===== config.mk =====
export PLATFORM = sky130hd
export DESIGN_NAME = csbd_ctrl
export DESIGN_NICKNAME = d
export VERILOG_FILES = /design/src/csbd_pkg.sv /design/src/csbd_dec_if.sv /design/src/csbd_ctrl.sv /design/src/csbd_decoder.sv
export SDC_FILE = /design/constraint.sdc
export NUM_CORES = 1
export LEC_CHECK = 0
export BUFFER_PORTS_ARGS = -buffer_cell sky130_fd_sc_hd__buf_2
export CAP_MARGIN = 20
export CORE_AREA = 4 4 210 212
export CTS_CLUSTER_DIAMETER = 50
export DETAILED_ROUTE_END_ITERATION = 12
export DIE_AREA = 0 0 214 216
export SLEW_MARGIN = 20
export SYNTH_ARGS = -nofsm -noshare
export SYNTH_HDL_FRONTEND = slang
export SYNTH_HIERARCHICAL = 1
export SYNTH_SLANG_ARGS = --single-unit

===== constraint.sdc =====
create_clock -name core_clk -period 13.2 [get_ports core_clk]
set_input_delay 2.64 -clock core_clk [delete_from_list [all_inputs] [get_ports core_clk]]
set_output_delay 2.64 -clock core_clk [all_outputs]
set_load 0.1 [all_outputs]

===== src/csbd_pkg.sv =====
// Shared types and constants for the chip select bank decoder.
package csbd_pkg;

  localparam int unsigned CSBD_NUM_CS = 8;
  localparam int unsigned CSBD_NUM_DRAM = 2;

  // Bank index encoding: 0 to 7 are chip selects, then DRAM banks, then default memory.
  localparam logic [3:0] SEL_DRAM0 = 4'h8;
  localparam logic [3:0] SEL_DRAM1 = 4'h9;
  localparam logic [3:0] SEL_DFLT = 4'hA;
  localparam logic [3:0] SEL_CPU_BANK = 4'h1;

  // Port width select encoding.
  localparam logic [1:0] PW_32 = 2'h0;
  localparam logic [1:0] PW_8 = 2'h1;
  localparam logic [1:0] PW_16 = 2'h2;

  // Operand size encoding of a request.
  localparam logic [1:0] SZ_LONG = 2'h0;
  localparam logic [1:0] SZ_BYTE = 2'h1;
  localparam logic [1:0] SZ_WORD = 2'h2;
  localparam logic [1:0] SZ_LINE = 2'h3;

  localparam logic [3:0] WAIT_MAX = 4'hF;
  localparam logic [4:0] BEATS_ONE = 5'h01;

  // Mask register: address mask over bits 31..16 plus attribute masks.
  typedef struct packed {
    logic [15:0] base_mask_field;
    logic cpu_space_mask;
    logic supervisor_code_mask;
    logic supervisor_data_mask;
    logic user_code_mask;
    logic user_data_mask;
  } csbd_mask_t;

  // Control register of a chip select bank or of default memory.
  typedef struct packed {
    logic [1:0] port_width_select;
    logic [3:0] wait_states;
    logic int_term_en;
    logic ext_ack_en;
    logic burst_en;
    logic addr_setup;
    logic addr_hold;
    logic burst_cs_keep;
    logic rd_en;
    logic wr_en;
  } csbd_ctrl_t;

  localparam csbd_ctrl_t CTRL_DRAM = '0;

  typedef enum logic [2:0] {
    ST_IDLE = 3'b000,
    ST_SETUP = 3'b001,
    ST_ACCESS = 3'b010,
    ST_GAP = 3'b011,
    ST_HOLD = 3'b100
  } csbd_state_t;

endpackage

===== src/csbd_dec_if.sv =====
// Request attributes passed to the bank decoder and the winning bank returned.
`timescale 1ns/1ps
`default_nettype none
interface csbd_dec_if;
  logic [31:0] req_addr;
  logic req_read;
  logic req_super;
  logic req_code;
  logic req_cpu;
  logic [3:0] hit_idx;

  modport dec (input req_addr, input req_read, input req_super, input req_code,
    input req_cpu, output hit_idx);
  modport ctl (output req_addr, output req_read, output req_super, output req_code,
    output req_cpu, input hit_idx);
endinterface
`default_nettype wire


===== src/csbd_ctrl.sv =====
// Chip select bank controller: decode, select timing, wait states and termination.
`timescale 1ns/1ps
`default_nettype none
// Notes on behaviour
// - Every chip select bank has its own base, mask and control register.
// - Address bits 31..16 compare against base; masked bits are skipped.
// - With no mask bits set a bank covers exactly 64 kbyte.
// - Chip select 0 wins, down to select 7, DRAM 0, DRAM 1, default.
// - No match uses default memory settings and asserts no select or DRAM strobe.
// - Separate read and write enables; a disabled direction never asserts the select.
// - Four space masks per bank; only bank 1 also masks CPU space.
// - Select asserts only on address match, enabled direction, unmasked attributes.
// - Each bank and default memory has zero to fifteen wait states.
// - Port width is 8, 16 or 32 bits on the upper data lanes.
// - Internal termination is enabled per bank and for default memory.
// - Core transfers end on the cycle the sync acknowledge is sampled.
// - For external masters with internal termination, the block drives the acknowledge.
// - Each bank enables driving the acknowledge for external master hits.
// - With bursting on, wide operands to narrow ports become one burst.
// - With bursting off, every beat is its own nonburst transfer.
// - Address setup delays the select one cycle after the start strobe.
// - In a burst, a bank option keeps the select asserted between beats.
// - Address hold keeps address, attributes and write data one extra cycle.
// - Eight chip select outputs, each with 16-bit decode and 16-bit mask.
module csbd_ctrl
  import csbd_pkg::*;
(
  input wire logic core_clk,
  input wire logic rst_n,
  input wire logic [7:0][15:0] bank_base_address_reg,
  input wire csbd_mask_t [7:0] bank_mask_reg,
  input wire csbd_ctrl_t [7:0] bank_control_reg,
  input wire csbd_ctrl_t default_memory_control_reg,
  input wire logic [1:0][15:0] dram_bank_base_reg,
  input wire logic [1:0][15:0] dram_bank_mask_reg,
  input wire logic xfer_req,
  input wire logic [31:0] xfer_addr,
  input wire logic xfer_read,
  input wire logic xfer_super,
  input wire logic xfer_code,
  input wire logic xfer_cpu,
  input wire logic [1:0] xfer_size,
  input wire logic xfer_ext,
  input wire logic sync_transfer_ack_in,
  input wire logic async_transfer_ack,
  output logic sync_transfer_ack_out,
  output logic sync_transfer_ack_oe_n,
  output logic transfer_begin_strobe,
  output logic [7:0] cs_n,
  output logic [1:0] dram_sel,
  output logic dflt_active,
  output logic [1:0] port_width_select,
  output logic burst_active,
  output logic addr_hold_drive,
  output logic xfer_busy,
  output logic xfer_done
);

  // Whole state of the controller.
  typedef struct packed {
    csbd_state_t state;
    logic [3:0] sel;
    csbd_ctrl_t ctl;
    logic read;
    logic ext;
    logic [4:0] beats;
    logic [3:0] cnt;
    logic due;
    logic burst;
    logic ata_s1;
    logic ata_s2;
    logic strobe;
    logic [7:0] cs_n;
    logic [1:0] dram_sel;
    logic dflt_act;
    logic ta_out;
    logic ta_oe_n;
    logic hold_drv;
    logic busy;
    logic done;
  } csbd_st_t;

  csbd_st_t st_q;
  csbd_st_t st_d;
  csbd_dec_if dif ();
  logic ack_now;

  // Live request attributes feed the decoder in the cycle the request is taken.
  assign dif.req_addr = xfer_addr;
  assign dif.req_read = xfer_read;
  assign dif.req_super = xfer_super;
  assign dif.req_code = xfer_code;
  assign dif.req_cpu = xfer_cpu;

  csbd_decoder u_dec (
    .dif(dif),
    .bank_base_address_reg(bank_base_address_reg),
    .bank_mask_reg(bank_mask_reg),
    .bank_control_reg(bank_control_reg),
    .dram_bank_base_reg(dram_bank_base_reg),
    .dram_bank_mask_reg(dram_bank_mask_reg)
  );

  // Bytes carried by an operand of each request size.
  function automatic logic [4:0] size_bytes(input logic [1:0] sz);
    case (sz)
      SZ_BYTE: size_bytes = 5'h01;
      SZ_WORD: size_bytes = 5'h02;
      SZ_LINE: size_bytes = 5'h10;
      default: size_bytes = 5'h04;
    endcase
  endfunction

  // Number of port beats needed for one operand.
  function automatic logic [4:0] beat_count(input logic [1:0] sz, input logic [1:0] pw);
    logic [4:0] pb;
    pb = (pw == PW_8) ? 5'h01 : ((pw == PW_16) ? 5'h02 : 5'h04);
    beat_count = (size_bytes(sz) > pb) ? (size_bytes(sz) / pb) : BEATS_ONE;
  endfunction

  // First state of a new transfer: setup only delays a chip select bank.
  function automatic csbd_state_t launch_state(input csbd_ctrl_t c, input logic [3:0] s);
    launch_state = (c.addr_setup && s < SEL_DRAM0) ? ST_SETUP : ST_ACCESS;
  endfunction

  // Beat ends on the sampled sync ack when not driven by us, the synced async ack,
  // or the internal wait count running out.
  assign ack_now = (st_q.ta_oe_n && sync_transfer_ack_in) || st_q.ata_s2 || st_q.due;

  // Next-state logic for the whole controller.
  always_comb
  begin
    csbd_st_t nx;
    logic drive;
    nx = st_q;
    drive = 1'b0;
    nx.ata_s1 = async_transfer_ack;
    nx.ata_s2 = st_q.ata_s1;
    nx.strobe = 1'b0;
    nx.done = 1'b0;
    case (st_q.state)
      ST_IDLE:
      begin
        if (xfer_req)
        begin
          nx.sel = dif.hit_idx;
          if (dif.hit_idx < SEL_DRAM0)
          begin
            nx.ctl = bank_control_reg[dif.hit_idx[2:0]];
          end
          else if (dif.hit_idx == SEL_DFLT)
          begin
            nx.ctl = default_memory_control_reg;
            nx.ctl.addr_setup = 1'b0;
            nx.ctl.addr_hold = 1'b0;
          end
          else
          begin
            nx.ctl = CTRL_DRAM;
          end
          nx.read = xfer_read;
          nx.ext = xfer_ext;
          nx.beats = beat_count(xfer_size, nx.ctl.port_width_select);
          nx.burst = nx.ctl.burst_en && (nx.beats != BEATS_ONE);
          nx.state = launch_state(nx.ctl, nx.sel);
          nx.strobe = 1'b1;
          nx.cnt = 4'h0;
        end
      end
      ST_SETUP:
      begin
        nx.state = ST_ACCESS;
        nx.cnt = 4'h0;
      end
      ST_ACCESS:
      begin
        if (ack_now)
        begin
          nx.beats = st_q.beats - BEATS_ONE;
          nx.cnt = 4'h0;
          if (st_q.beats == BEATS_ONE)
          begin
            nx.done = 1'b1;
            nx.state = st_q.ctl.addr_hold ? ST_HOLD : ST_IDLE;
          end
          else if (st_q.burst)
          begin
            nx.state = st_q.ctl.burst_cs_keep ? ST_ACCESS : ST_GAP;
          end
          else if (st_q.ctl.addr_hold)
          begin
            nx.state = ST_HOLD;
          end
          else
          begin
            nx.state = launch_state(st_q.ctl, st_q.sel);
            nx.strobe = 1'b1;
          end
        end
        else if (st_q.cnt != WAIT_MAX)
        begin
          nx.cnt = st_q.cnt + 4'h1;
        end
      end
      ST_GAP:
      begin
        nx.state = ST_ACCESS;
        nx.cnt = 4'h0;
      end
      ST_HOLD:
      begin
        if (st_q.beats != 5'h00)
        begin
          nx.state = launch_state(st_q.ctl, st_q.sel);
          nx.strobe = 1'b1;
        end
        else
        begin
          nx.state = ST_IDLE;
        end
      end
      default:
      begin
        nx.state = ST_IDLE;
      end
    endcase
    // Internal count is due on the cycle where the wait states have elapsed.
    nx.due = (nx.state == ST_ACCESS) && nx.ctl.int_term_en &&
      (nx.cnt == nx.ctl.wait_states);
    // Selects follow the registered next state so outputs come from flops.
    nx.cs_n = 8'hFF;
    if (nx.sel < SEL_DRAM0 && (nx.state == ST_ACCESS || nx.state == ST_HOLD))
    begin
      nx.cs_n[nx.sel[2:0]] = 1'b0;
    end
    nx.dram_sel = 2'h0;
    if (nx.state == ST_ACCESS || nx.state == ST_HOLD)
    begin
      nx.dram_sel[0] = nx.sel == SEL_DRAM0;
      nx.dram_sel[1] = nx.sel == SEL_DRAM1;
    end
    nx.dflt_act = (nx.sel == SEL_DFLT) && (nx.state == ST_ACCESS || nx.state == ST_HOLD);
    // The acknowledge pin is driven for the whole external master access.
    drive = nx.ext && nx.ctl.int_term_en && nx.ctl.ext_ack_en && (nx.sel < SEL_DRAM0 ||
      nx.sel == SEL_DFLT);
    nx.ta_oe_n = !(drive && nx.state != ST_IDLE);
    nx.ta_out = drive && nx.due;
    nx.hold_drv = nx.state == ST_HOLD;
    nx.busy = nx.state != ST_IDLE;
    st_d = nx;
  end

  // State register with synchronous reset.
  always_ff @(posedge core_clk)
  begin
    if (!rst_n)
    begin
      st_q <= '0;
      st_q.cs_n <= 8'hFF;
      st_q.ta_oe_n <= 1'b1;
    end
    else
    begin
      st_q <= st_d;
    end
  end

  // Outputs straight from the state flops.
  assign sync_transfer_ack_out = st_q.ta_out;
  assign sync_transfer_ack_oe_n = st_q.ta_oe_n;
  assign transfer_begin_strobe = st_q.strobe;
  assign cs_n = st_q.cs_n;
  assign dram_sel = st_q.dram_sel;
  assign dflt_active = st_q.dflt_act;
  assign port_width_select = st_q.ctl.port_width_select;
  assign burst_active = st_q.burst;
  assign addr_hold_drive = st_q.hold_drv;
  assign xfer_busy = st_q.busy;
  assign xfer_done = st_q.done;
endmodule
`default_nettype wire


===== src/csbd_decoder.sv =====
// Priority address decoder over chip select banks, DRAM banks and default memory.
`timescale 1ns/1ps
`default_nettype none
module csbd_decoder
  import csbd_pkg::*;
(
  csbd_dec_if.dec dif,
  input wire logic [7:0][15:0] bank_base_address_reg,
  input wire csbd_mask_t [7:0] bank_mask_reg,
  input wire csbd_ctrl_t [7:0] bank_control_reg,
  input wire logic [1:0][15:0] dram_bank_base_reg,
  input wire logic [1:0][15:0] dram_bank_mask_reg
);

  // Compares address bits 31..16 with a base, skipping masked bits.
  function automatic logic addr_hit(input logic [15:0] a, input logic [15:0] base,
    input logic [15:0] mask);
    addr_hit = ((a ^ base) & ~mask) == 16'h0000;
  endfunction

  // Attribute masks: one of four space masks applies to a normal transfer.
  function automatic logic attr_masked(input csbd_mask_t m, input logic sup,
    input logic code);
    attr_masked = sup ? (code ? m.supervisor_code_mask : m.supervisor_data_mask)
                      : (code ? m.user_code_mask : m.user_data_mask);
  endfunction

  // Walk from the lowest priority upward so the last matching bank, the highest priority, wins.
  always_comb
  begin
    logic ok;
    ok = 1'b0;
    dif.hit_idx = SEL_DFLT;
    if (!dif.req_cpu)
    begin
      for (int d = CSBD_NUM_DRAM - 1; d >= 0; d--)
      begin
        if (addr_hit(dif.req_addr[31:16], dram_bank_base_reg[d], dram_bank_mask_reg[d]))
        begin
          dif.hit_idx = SEL_DRAM0 + 4'(d);
        end
      end
    end
    for (int i = CSBD_NUM_CS - 1; i >= 0; i--)
    begin
      // CPU space reaches only the one bank that offers a mask for it.
      if (dif.req_cpu)
      begin
        ok = (4'(i) == SEL_CPU_BANK) && !bank_mask_reg[i].cpu_space_mask;
      end
      else
      begin
        ok = !attr_masked(bank_mask_reg[i], dif.req_super, dif.req_code);
      end
      ok = ok && (dif.req_read ? bank_control_reg[i].rd_en : bank_control_reg[i].wr_en);
      if (ok && addr_hit(dif.req_addr[31:16], bank_base_address_reg[i],
          bank_mask_reg[i].base_mask_field))
      begin
        dif.hit_idx = 4'(i);
      end
    end
  end

endmodule
`default_nettype wire


======== Word level (Yosys, flattened, before mapping) ========
Cells that the tools add are included.
storage, ports and cells
  bits of input ports ..................... 530
  word-level logic and storage cells ...... 245
  bits in registers ....................... 53
  output and inout bits ................... 20
cells by class
  muxes and demuxes ....................... 90
  eq/ne operators ......................... 21
  divide/modulo/power cells ............... 1
  reductions and logical operators ........ 64
  bitwise logic cells ..................... 31
  $lt $le $gt $ge ......................... 7
  add/subtract/negate cells ............... 2
operators by type and width
  operator              count
  $and A16 B16 Y16      10
  $logic_not A16 Y1     10
  $not A16 Y16          10
  $xor A16 B16 Y16      10
  $mux W14              5
  $mux W1               49
  $bmux W14 S3          1
  $mux W4               10
  $mux W32              1
  $logic_and A1 B1 Y1   30
  $mux W3               7
  $mux W20              1
  $mux W5               4
  $eq A4 B4 Y1 const B  4
  $pmux W5 S3           1
  $lt A4 B4 Y1 const B  3
  $mux W2               6
  $pmux W3 S4           1
  $pmux W4 S3           1
  $logic_not A1 Y1      10
  $pmux W5 S2           1
  $eq A3 B2 Y1 const B  3
  $lt A3 B4 Y1 const B  2
  $not A8 Y8            1
  other kinds (24)      35

======== Depth between registers and ports, before layout ========
Gate-level depths: netlist of the first run.
  depth in word-level cells ............... 31
  mapped depth ............................ 43

======== Cells and area by module ========
Netlist of the first run, hierarchy kept.
by module, submodules not included
  module        sequential area each (µm²)  area an instance (µm²)  cells an instance  times used
  csbd_ctrl     980.9                       3742.3                  407                1
  csbd_decoder  0.0                         2752.6                  362                1

======== Least setup slack after synthesis of the first run ========
OpenSTA, ideal clock, no wires.
  path type ............................... input to register
  start point ............................. in xfer_code
  end point ............................... reg st_q[25] (netlist bit)
  data required time ...................... 13.076 ns
  stages on the path ...................... 40
  slack ................................... 3.045 ns
  setup time .............................. 0.124 ns
  data arrival time ....................... 10.031 ns
  buffers on the path ..................... 4
  cell sequence ........................... buf_6 mux4_2 a211oi_2 nand4_2 clkinv_1 o21ai_1 a31oi_1 buf_4 buf_4 mux4_2 mux2i_1 o21ai_0 inv_1 ha_1 buf_2 inv_1 ha_1 a21oi_1 [... 4 more ...] mux2_2 ha_1 o221ai_1 nor2b_1 o21ai_0 ha_1 nor2b_1 o21a_1 or2_2 nor2_1 o21ai_0 a22oi_1 ha_1 a21o_1 a21oi_1 o21ai_0 a21oi_1 a21oi_1
between the ends
  word-level cells in the longest chain between the ends .. 26
ends and longest elaborated chain
  item                                                  line                                    RTL
  start: declaration                                    csbd_ctrl.sv:40                         input wire logic xfer_code,
  $mux W1 (on tied branches)                            csbd_decoder.sv:25, csbd_decoder.sv:24
  $mux W1                                               csbd_decoder.sv:24                      attr_masked = sup ? (code ? m.supervisor_code_mask : m.supervisor_data_mask)
  $logic_not A1 Y1                                      csbd_decoder.sv:53                      ok = !attr_masked(bank_mask_reg[i], dif.req_super, dif.req_code);
  $mux W1                                               csbd_decoder.sv:47                      if (dif.req_cpu)
  $logic_and A1 B1 Y1                                   csbd_decoder.sv:55                      ok = ok && (dif.req_read ? bank_control_reg[i].rd_en : bank_control_reg[i].wr_en);
  $logic_and A1 B1 Y1                                   csbd_decoder.sv:56                      if (ok && addr_hit(dif.req_addr[31:16], bank_base_address_reg[i],
  $mux W4 (7 in a row)                                  csbd_decoder.sv:56
  $mux W4 *                                             csbd_decoder.sv:56
  net dif.hit_idx[0]                                    csbd_dec_if.sv:10                       logic [3:0] hit_idx;
  [... 4 more ...]                                      n/a
  $mux W14 *                                            csbd_ctrl.sv:141                        case (st_q.state)
  $eq A2 B2 Y1                                          csbd_ctrl.sv:117                        pb = (pw == PW_8) ? 5'h01 : ((pw == PW_16) ? 5'h02 : 5'h04);
  $mux W3                                               csbd_ctrl.sv:117
  $mux W3 *                                             csbd_ctrl.sv:117
  $div A5 B5 Y5 / $gt A5 B3 Y1 (equally long branches)  csbd_ctrl.sv:118                        beat_count = (size_bytes(sz) > pb) ? (size_bytes(sz) / pb) : BEATS_ONE;
  $mux W5 *                                             csbd_ctrl.sv:118
  $mux W32 *                                            csbd_ctrl.sv:144                        if (xfer_req)
  $pmux W5 S2 *                                         csbd_ctrl.sv:141
  end signal: assignment                                csbd_ctrl.sv:264                        st_q <= st_d;
  end: declaration                                      csbd_ctrl.sv:83                         csbd_st_t st_q;
Mark *: on every way through the listed nets, which the timed path passes. The rest lies on a longest branch. The select of a mux whose other input is x is not followed.
A chain may end at the register's enable or synchronous reset.

======== Worst setup path after layout of the first run ========
  start point ............................. in xfer_addr[16]
  end point ............................... reg st_q[25] (netlist bit)
between the ends
  word-level cells in the longest chain between the ends .. 26
ends and longest elaborated chain
  item                                                  line                RTL
  start: declaration                                    csbd_ctrl.sv:37     input wire logic [31:0] xfer_addr,
  $xor A16 B16 Y16                                      csbd_decoder.sv:18  addr_hit = ((a ^ base) & ~mask) == 16'h0000;
  $and A16 B16 Y16                                      csbd_decoder.sv:18
  $logic_not A16 Y1                                     csbd_decoder.sv:18
  $mux W2 (2 in a row)                                  csbd_decoder.sv:38  if (addr_hit(dif.req_addr[31:16], dram_bank_base_reg[d], dram_bank_mask_reg[d]))
  $mux W2                                               csbd_decoder.sv:34  if (!dif.req_cpu)
  $mux W4 (7 in a row)                                  csbd_decoder.sv:56
  $mux W4 *                                             csbd_decoder.sv:56
  net dif.hit_idx[1]                                    csbd_dec_if.sv:10
  [... 4 more ...]                                      n/a
  $mux W14 *                                            csbd_ctrl.sv:141
  $eq A2 B2 Y1                                          csbd_ctrl.sv:117
  $mux W3                                               csbd_ctrl.sv:117
  $mux W3 *                                             csbd_ctrl.sv:117
  $div A5 B5 Y5 / $gt A5 B3 Y1 (equally long branches)  csbd_ctrl.sv:118
  $mux W5 *                                             csbd_ctrl.sv:118
  $mux W32 *                                            csbd_ctrl.sv:144
  $pmux W5 S2 *                                         csbd_ctrl.sv:141
Marked as above.

==> out/summary.json, run 1 <==
{
  "finalWorstSetupSlack_ns": 1.303,
  "layout.filler_cells": 4648,
  "number_of_synthesized_flops_with_an_enable_pin": 0,
  "place.gp.congestion": 0.9512,
  "synth.ff_latch_count": 49,
  "numPortBuffers": 522,
  "layout_worst_path_cycle_share": 0.9013,
  "firstDrtPassIters": 5,
  "cp-end-kind": "flop",
  "finalNonFillerCells": 1809,
  "timing.clock.skew_ns": 0.005618,
  "vdd.ir_drop.worst_uv": 43.04,
  "starting_density_of_the_core": 0.1548,
  "slew_violations": 0,
  "outcome": "finished, final reports clean",
  "drt-wirelength-per-cell_um": 22.19,
  "routed_vias": 8142,
  "cellLeakagePower_nw": 4.288,
  "final_layout_size_suffix_gt1_frac": 0.4726,
  "clock_tree_from_tritoncts": "yes",
  "antenna_found_initial": 17,
  "register_clock_pin_slew_on_the_reported_worst_setup_and_hold_paths_ns": 0.07,
  "seq_area_um2": 980.9,
  "synthArstFlopShare": 0,
  "grt_first_pass_wirelength_um": 55650,
  "rsz_0062_raised_after_global_routing": "no",
  "cts_buffers": 5,
  "setup_violations": 0,
  "setup-tns-final_ns": 0,
  "class_of_the_tightest_hold_or_removal_check": "flop to flop",
  "resized_cells_post_cts": 0,
  "timing.critical_path.slowest_cell_delay_ns": 0.58,
  "syn_inst": 769,
  "drt_drc_violations_left": 0,
  "die_w_um": 214,
  "path_class": "primary input to flop",
  "clock_latency_ns": 0.29,
  "worstSetupStartpointType": "primary input",
  "place.detailed.hpwl_um": 35670,
  "cp_data_arrival_time_ns": 12.06,
  "cpMostUsedCell": "ha_1",
  "number_of_nets_in_the_layout": 1816,
  "synthToLayoutAreaGrowth_pct": 49.49,
  "worst_ep_required_time_ns": 13.37,
  "post-route-cell-area_mm2": 0.009709,
  "path_max_fanout": 22,
  "max_clock_freq_mhz": 84.06,
  "clk_path_buf_depth": 2,
  "cts_hold_buf": 0,
  "io_pins": 550,
  "standard_cell_core_area_mm2": 0.04195,
  "synth_seq_area_share": 0.1510,
  "most_frequent_cells_in_the_layout": "522 x buf_2, 165 x xnor2_1, 76 x o22ai_1",
  "cpMaxStageDelayCell": "nor4_1",
  "placed_cell_area_mm2": 0.009543,
  "global_route.overflow_total": 0,
  "area_of_the_multi_input_gates_mm2": 0.005087,
  "setup_fix_buffers_added_after_clock_tree_synthesis": 0,
  "cts_num_sinks": 49,
  "avgSynthCellArea_um2": 8.446,
  "max-cap-violations": 0,
  "hold_viol_final": 0,
  "vias_per_cell": 4.501,
  "wirelength_um": 40140,
  "die_h_um": 216,
  "core.rowCount": 75,
  "globalRouteTotalUtil": 0.1615,
  "post-place-ws_ns": 0.9201,
  "htree_num_levels": 2,
  "detailed_route_iter0_violations": 432,
  "timing.hold.ws_ns": 0.4594,
  "place_inst": 1792,
  "synthesis.yosys.warnings": 6,
  "grt_max_degree": 25,
  "fin_crit_ns": 11.90,
  "synth_nets": 1325,
  "first_global_vias": 8578,
  "timing.max_slew.rel_slack": 0.3089,
  "cp_num_buf_inv": 5,
  "final_common_cell": "buf_2",
  "die-area_mm2": 0.04622,
  "pwr_density_cell_mw_per_mm2": 73.11,
  "post_synth_num_cell_types": 70,
  "drt.antenna.violating_nets": 0,
  "cts-root-buf": "clkbuf_16",
  "synth_ff_type": "dfxtp_1",
  "synth.cell_area_mm2": 0.006495,
  "crit_family": "simple AND/OR/NAND/NOR gates",
  "max_slew.worst_pin.slew_ns": 1.027
}
## cells in the mapped netlist, drive strengths merged, types with 2 or more instances
library cell	number	area (um^2)
xnor2	166	1461
o22ai	76	475.5
nor2	60	232.7
dfxtp	49	980.9
buf	45	355.3
nand2	45	168.9
mux2i	37	390.4
o21ai	31	155.1
ha	26	325.3
inv	23	86.33
mux4	23	518.0
nand3	20	110.1
nor4	19	131.4
a21oi	18	93.84
nor3	17	101.4
a22oi	10	102.6
nand2b	9	56.30
a31oi	8	50.05
and2	8	50.05
nand4	8	56.30
a211oi	6	50.05
clkbuf	6	22.52
nor2b	6	37.54
mux2	5	56.30
o21a	4	30.03
nand3b	3	22.52
nor3b	3	27.52
o32ai	3	26.28
or4b	3	33.78
xor2	3	26.28
a211o	2	17.52
a311oi	2	23.77
a32oi	2	17.52
o2111ai	2	17.52
o211ai	2	15.01
o21bai	2	15.01
o221ai	2	17.52
o22a	2	17.52
## kinds of logic (layout without fill, tap and decap cells)
logic type	Yosys count	after routing	share of synthesized area
compound gates	178	178	0.1817
simple gates	207	207	0.1676
buf+inv	75	567	0.07205
mux	65	65	0.1485
fa+ha+maj	26	26	0.05009
xor+xnor	169	169	0.2291
other cells	0	9	0
flops	49	49	0.1510
## sequential cells by signal (all words and copies together) (netlist names)
| name | flops |
|---|---|
| addr_hold_drive | 1 |
| burst_active | 1 |
| cs_n | 8 |
| dflt_active | 1 |
| dram_sel | 2 |
| port_width_select | 2 |
| st_d | 1 |
| st_q | 28 |
| sync_transfer_ack_oe_n | 1 |
| sync_transfer_ack_out | 1 |
| transfer_begin_strobe | 1 |
| xfer_busy | 1 |
| xfer_done | 1 |
## worst paths after layout
check,startpoint,end,slack (ns),cells after the start
min reg2reg,st_d[17],st_q[17],0.46,1
max,xfer_addr[16],st_q[25],1.30,36
min,st_d[17],st_q[17],0.46,1
max reg2reg,st_q[52],sync_transfer_ack_out,10.52,8
## per-layer routing
metal | vias to the layer above | track usage | share of wire | wire (um)
met5 | - | 0 | 0.0014 | 57
met4 | 8 | 0.06181 | 0.039 | 1581
li1 | 3789 | - | - | -
met3 | 62 | 0.02729 | 0.071 | 2837
met2 | 426 | 0.2915 | 0.50 | 20020
met1 | 3857 | 0.1916 | 0.39 | 15650
## stage by stage
step                      utilization  power, mW
after floorplan                     -     0.4291
final                          0.2315     0.7098
after CTS                      0.2309     0.7140
after global placement         0.2275     0.5795
after global routing           0.2313     0.7580
after detailed placement       0.2275     0.5862
## layout make-up
class                      count  share of cell area
tap                          539             0.06946
inverter                      24            0.009278
timing repair buffer         535              0.2791
antenna                        9            0.002320
sequential                    49              0.1010
multi-input combinational    645              0.5240
clock buffer                   6             0.01327
clock inverter                 2            0.001546
## where the power goes
group | internal (mW) | leakage (nW) | total, mW | switching (mW)
Sequential | 0.158 | 0.400 | 0.167 | 0.00810
Combinational | 0.187 | 3.82 | 0.418 | 0.230
Clock | 0.0703 | 0.0631 | 0.126 | 0.0553
Total | 0.416 | 4.29 | 0.710 | 0.294
No activity file was read; power rests on OpenSTA's default activity.
==> run 2: changes to the inputs <==
==> constraint.sdc (replaced) <==
create_clock -name core_clk -period 13 [get_ports core_clk]
set_input_delay 2.6 -clock core_clk [delete_from_list [all_inputs] [get_ports core_clk]]
set_output_delay 2.6 -clock core_clk [all_outputs]
set_load 0.1 [all_outputs]
==> run 2 against run 1 <==
Effect of this change:
- non-clock buffer count rose by 1
- global-route usage fell by 0.14 points
- die area did not move
- design area barely moved
- worst setup slack improved by 0.17 ns
- combinational power rose by 1%
==> out/summary.json, run 2 (same netlist as run 1, synthesis figures left out) <==
{
  "outcome": "finished, final reports clean",
  "die_w_um": 214,
  "holdPathEnd": "st_q[17]",
  "finalWorstSetupSlack_ns": 1.478,
  "timing.clock.skew_ns": 0.005135,
  "most_frequent_cells_in_the_layout": "522 x buf_2, 165 x xnor2_1, 76 x o22ai_1",
  "holdCritStartpoint": "st_d[17]",
  "vias_per_cell": 4.454,
  "first_global_vias": 8551,
  "cts_buffers": 5,
  "global_route.overflow_total": 0,
  "vdd.ir_drop.worst_uv": 56.46,
  "cts-root-buf": "clkbuf_16",
  "numPortBuffers": 522,
  "timing.max_slew.rel_slack": 0.3289,
  "placed_cell_area_mm2": 0.009550,
  "cts_num_sinks": 49,
  "drt.antenna.violating_nets": 0,
  "grt_first_pass_wirelength_um": 55260,
  "place.gp.congestion": 0.9590,
  "drt-wirelength-per-cell_um": 21.95,
  "firstDrtPassIters": 5,
  "rr_startpoint": "st_q[52]",
  "synthToLayoutAreaGrowth_pct": 49.53,
  "worstSetupStartpointType": "primary input",
  "worst_ep_required_time_ns": 13.17,
  "reg2reg_depth": 8,
  "rsz_0062_raised_after_global_routing": "no",
  "clock_tree_from_tritoncts": "yes",
  "clock_latency_ns": 0.29,
  "routed_vias": 8052,
  "class_of_the_tightest_hold_or_removal_check": "flop to flop",
  "die-area_mm2": 0.04622,
  "reg.largest.list": "st_q x28, cs_n x8",
  "number_of_nets_in_the_layout": 1817,
  "timing.critical_path.from": "xfer_addr[16]",
  "htree_num_levels": 2,
  "io_pins": 550,
  "cts_hold_buf": 0,
  "timing.hold.ws_ns": 0.4383,
  "cpMostUsedCell": "ha_1",
  "drt_drc_violations_left": 0,
  "detailed_route_iter0_violations": 502,
  "hold_viol_final": 0,
  "crit_family": "compound AO/OA/AOI/OAI gates",
  "cp_num_buf_inv": 5,
  "grt_max_degree": 25,
  "fin_crit_ns": 11.52,
  "core.rowCount": 75,
  "setup_fix_buffers_added_after_clock_tree_synthesis": 0,
  "max_flop_register": "st_q",
  "layout_worst_path_cycle_share": 0.8863,
  "final_layout_size_suffix_gt1_frac": 0.4731,
  "path_class": "primary input to flop",
  "resized_cells_post_cts": 0,
  "standard_cell_core_area_mm2": 0.04195,
  "setup_violations": 0,
  "cp-end-kind": "flop",
  "max_slew.worst_pin.slew_ns": 0.9975,
  "max-cap-violations": 0,
  "wirelength_um": 39690,
  "number_of_flip_flops_in_the_largest_register": 28,
  "die_h_um": 216,
  "hold_depth": 1,
  "post-route-cell-area_mm2": 0.009712,
  "globalRouteTotalUtil": 0.1601,
  "post-place-ws_ns": 1.159,
  "max_clock_freq_mhz": 86.79,
  "cellLeakagePower_nw": 4.293,
  "cpMaxStageDelayCell": "mux4_2",
  "path_max_fanout": 8,
  "r2r_slack_ns": 10.34,
  "clk_path_buf_depth": 2,
  "timing.critical_path.slowest_cell_delay_ns": 0.59,
  "r2r_path_end": "sync_transfer_ack_out",
  "power.total_mw": 0.7220,
  "final_common_cell": "buf_2",
  "pwr_density_cell_mw_per_mm2": 74.35,
  "cp_data_arrival_time_ns": 11.69,
  "antenna_found_initial": 14,
  "setup-tns-final_ns": 0,
  "starting_density_of_the_core": 0.1548,
  "layout.filler_cells": 4647,
  "register_clock_pin_slew_on_the_reported_worst_setup_and_hold_paths_ns": 0.07,
  "slew_violations": 0,
  "place.detailed.hpwl_um": 35490
}
==> run 2: changes by cell type in the layout (fill, tap and decap cells not counted) <==
cell	previous run	this run
diode_2	9	7
buf_4	13	14
==> run 2: report_power, final <==
group          internal (mW)  switching [mW]  total, mW
combinational          0.191           0.233      0.424
sequential             0.161         0.00794      0.169
clock                 0.0715          0.0580      0.129
total                  0.423           0.299      0.722
==> run 2: how the worst max path moves through the flow <==
stage / end / slack [ns] / cells past startpoint
global placement: st_q[25] / 1.27 / 37
detailed placement: st_q[25] / 1.16 / 37
global route: st_q[25] / 0.73 / 39
finish: st_q[25] / 1.48 / 37
floorplan: st_q[25] / 2.88 / 40
CTS: st_q[25] / 1.42 / 37
==> run 2: layout make-up <==
cell class | instances | area [um^2] | share of cell area
diodes | 7 | 17.52 | 0.001804
clock buffers | 6 | 128.9 | 0.01327
clock inverters | 2 | 15.01 | 0.001546
inverters | 24 | 90.09 | 0.009276
multi-input cells | 645 | 5087 | 0.5238
flip-flops and latches | 49 | 980.9 | 0.1010
well taps | 539 | 674.4 | 0.06944
repair buffers | 536 | 2718 | 0.2798
==> run 2: through the flow <==
stage	util	cells
finish	0.2315	1808
global placement	0.2277	1793
CTS	0.2311	1801
detailed placement	0.2277	1793
floorplan	-	769
global route	0.2313	1804
==> run 2: routing by layer <==
| layer | global-route usage | up-vias | part of all wire | wire length (um) |
|---|---|---|---|---|
| met3 | 0.02180 | 72 | 0.065 | 2589 |
| li1 | - | 3794 | - | - |
| met1 | 0.1925 | 3781 | 0.39 | 15610 |
| met2 | 0.2941 | 401 | 0.50 | 19900 |
| met4 | 0.05273 | 4 | 0.040 | 1568 |
| met5 | 0 | - | 0.00068 | 27 |
==> run 3: changes to the inputs <==
--- a/config.mk
+++ b/config.mk
@@ -7,10 +7,10 @@
 export LEC_CHECK = 0
 export BUFFER_PORTS_ARGS = -buffer_cell sky130_fd_sc_hd__buf_2
 export CAP_MARGIN = 20
-export CORE_AREA = 4 4 210 212
+export CORE_AREA = 2 2 214 216
 export CTS_CLUSTER_DIAMETER = 50
 export DETAILED_ROUTE_END_ITERATION = 12
-export DIE_AREA = 0 0 214 216
+export DIE_AREA = 0 0 216 218
 export SLEW_MARGIN = 20
 export SYNTH_ARGS = -nofsm -noshare
 export SYNTH_HDL_FRONTEND = slang
==> run 3 against run 2 <==
Effect of this change:
- via count down 0.37%
- sequential cell count unchanged
- clock skew up 0.0029 ns
- critical endpoint unchanged
- critical path depth stayed put
- die area up 1.9%
- highest routed layer unchanged
==> out/summary.json, run 3 (same netlist as run 1, synthesis figures left out) <==
{
  "timing.max_slew.rel_slack": 0.3614,
  "seq_power_share": 0.226,
  "max_slew.worst_pin.slew_ns": 0.9491,
  "number_of_nets_in_the_layout": 1818,
  "first_global_vias": 8265,
  "r2r_path_end": "sync_transfer_ack_out",
  "io_pins": 550,
  "r2r_slack_ns": 10.28,
  "cts_buffers": 5,
  "place_inst": 1855,
  "use_met2": 0.2786,
  "vias_per_cell": 4.285,
  "worstSetupStartpointType": "primary input",
  "layout.filler_cells": 5029,
  "drt_drc_violations_left": 0,
  "global_route.overflow_total": 0,
  "cts_hold_buf": 0,
  "max_flop_register": "st_q",
  "globalRouteTotalUtil": 0.1563,
  "wirelength_um": 39150,
  "setup_violations": 0,
  "htree_num_levels": 2,
  "fin_crit_ns": 11.72,
  "drt-wirelength-per-cell_um": 20.91,
  "die_h_um": 218,
  "clk_path_buf_depth": 2,
  "outcome": "finished, final reports clean",
  "cts_num_sinks": 49,
  "timing.clock.skew_ns": 0.008084,
  "die-area_mm2": 0.04709,
  "max_clock_freq_mhz": 85.31,
  "net-switching-power_mw": 0.3020,
  "finalNonFillerCells": 1872,
  "standard_cell_core_area_mm2": 0.04489,
  "sw_frac_of_total": 0.4054,
  "layout_worst_path_cycle_share": 0.9017,
  "timing.critical_path.slowest_cell_delay_ns": 0.83,
  "max-cap-violations": 0,
  "seq_area_um2": 980.9,
  "detailed_route_iter0_violations": 410,
  "antenna_found_initial": 16,
  "class_of_the_tightest_hold_or_removal_check": "flop to flop",
  "core.rowCount": 78,
  "reg2reg_depth": 8,
  "synthToLayoutAreaGrowth_pct": 51.28,
  "grt_util_met3": 0.02301,
  "cellLeakagePower_nw": 4.319,
  "starting_density_of_the_core": 0.1447,
  "reg.largest.list": "st_q x28, cs_n x8",
  "cp-end-kind": "flop",
  "place.detailed.hpwl_um": 34590,
  "area_of_the_multi_input_gates_mm2": 0.005087,
  "clock_latency_ns": 0.29,
  "routed_vias": 8022,
  "cts-root-buf": "clkbuf_16",
  "most_frequent_cells_in_the_layout": "522 x buf_2, 165 x xnor2_1, 76 x o22ai_1",
  "timing.critical_path.from": "xfer_addr[16]",
  "drt.antenna.violating_nets": 0,
  "share_clk_of_total_power": 0.204,
  "hold_viol_final": 0,
  "grt.met1_usage": 0.1856,
  "rr_startpoint": "st_q[52]",
  "final_layout_size_suffix_gt1_frac": 0.4743,
  "path_class": "primary input to flop",
  "power.internal_mw": 0.4430,
  "pwr_density_cell_mw_per_mm2": 75.82,
  "slew_violations": 0,
  "register_clock_pin_slew_on_the_reported_worst_setup_and_hold_paths_ns": 0.07,
  "grt_first_pass_wirelength_um": 53700,
  "place.gp.congestion": 0.9411,
  "critical_path.endpoint": "st_q[25]",
  "final_common_cell": "buf_2",
  "comb_power_share": 0.570,
  "clock_tree_from_tritoncts": "yes",
  "path_max_fanout": 11,
  "grt_max_degree": 26,
  "cp_data_arrival_time_ns": 11.90,
  "setup_fix_buffers_added_after_clock_tree_synthesis": 0,
  "numPortBuffers": 522,
  "busiest_layer": "met2",
  "cpMostUsedCell": "ha_1",
  "firstDrtPassIters": 4,
  "rsz_0062_raised_after_global_routing": "no",
  "die_w_um": 216,
  "setup-tns-final_ns": 0,
  "number_of_flip_flops_in_the_largest_register": 28,
  "worst_ep_required_time_ns": 13.18,
  "vdd.ir_drop.worst_uv": 62.22,
  "resized_cells_post_cts": 0,
  "cpMaxStageDelayCell": "nor4_1"
}
-- run 3: changes by cell type in the layout (fill, tap and decap cells not counted), sizes merged --
cell,change
buf,+1
bufinv,+1
clkbuf,-1
clkinv,+1
clkinvlp,-2
diode,+2
inv,+1
-- run 3: area by class of cell --
type | count | share of cell area
diodes | 9 | 0.002292
clock buffers | 5 | 0.01273
clock inverters | 3 | 0.004457
inverters | 24 | 0.009168
multi-input cells | 645 | 0.5178
flip-flops and latches | 49 | 0.09983
well taps | 600 | 0.07640
repair buffers | 537 | 0.2773
-- run 3: how the worst min path moves through the flow --
stage	from	end	cells after the start
3_5_place_dp	st_d[17]	st_q[17]	1
2_1_floorplan	st_d[17]	st_q[17]	1
6_report	st_d[17]	st_q[17]	1
5_1_grt	st_d[17]	st_q[17]	1
3_3_place_gp	st_d[17]	st_q[17]	1
4_1_cts	st_d[17]	st_q[17]	1
-- run 3: routing by layer --
layer	wire, um	vias up
met1	15790	3751
met3	2252	66
li1	-	3801
met2	19220	394
met4	1820	10
met5	66	-
-- run 3: stage by stage --
stage	setup WS, ns	util	area [um^2]	power, mW	hold slack [ns]
floorplan	2.885	-	6495	0.4357	0.4119
global placement	0.8469	0.2146	9634	0.5910	0.4271
detailed placement	0.7322	0.2146	9634	0.5968	0.4293
CTS	1.014	0.2184	9803	0.7509	0.4485
global route	0.4359	0.2188	9823	0.7954	0.4513
finish	1.278	0.2189	9826	0.7449	0.4442
-- run 3: power groups by stage --
stage	registers, mW	clock network, mW	logic (mW)
after detailed placement	0.172	0	0.425
after CTS	0.168	0.156	0.427
after floorplan	0.182	0	0.254
final	0.168	0.152	0.425
after global placement	0.172	0	0.419
after global routing	0.170	0.162	0.464
-- run 3: worst max-delay path: cells and delay by family --
kind / cells / cell delay, ns
buffers and inverters: 4 / 0.97
xor gates and xnor gates: 1 / 0.19
adders and majority gates: 6 / 1.93
AOI/OAI and AO/OA: 17 / 2.83
muxes: 3 / 1.29
and+or+nand+nor: 6 / 2.00
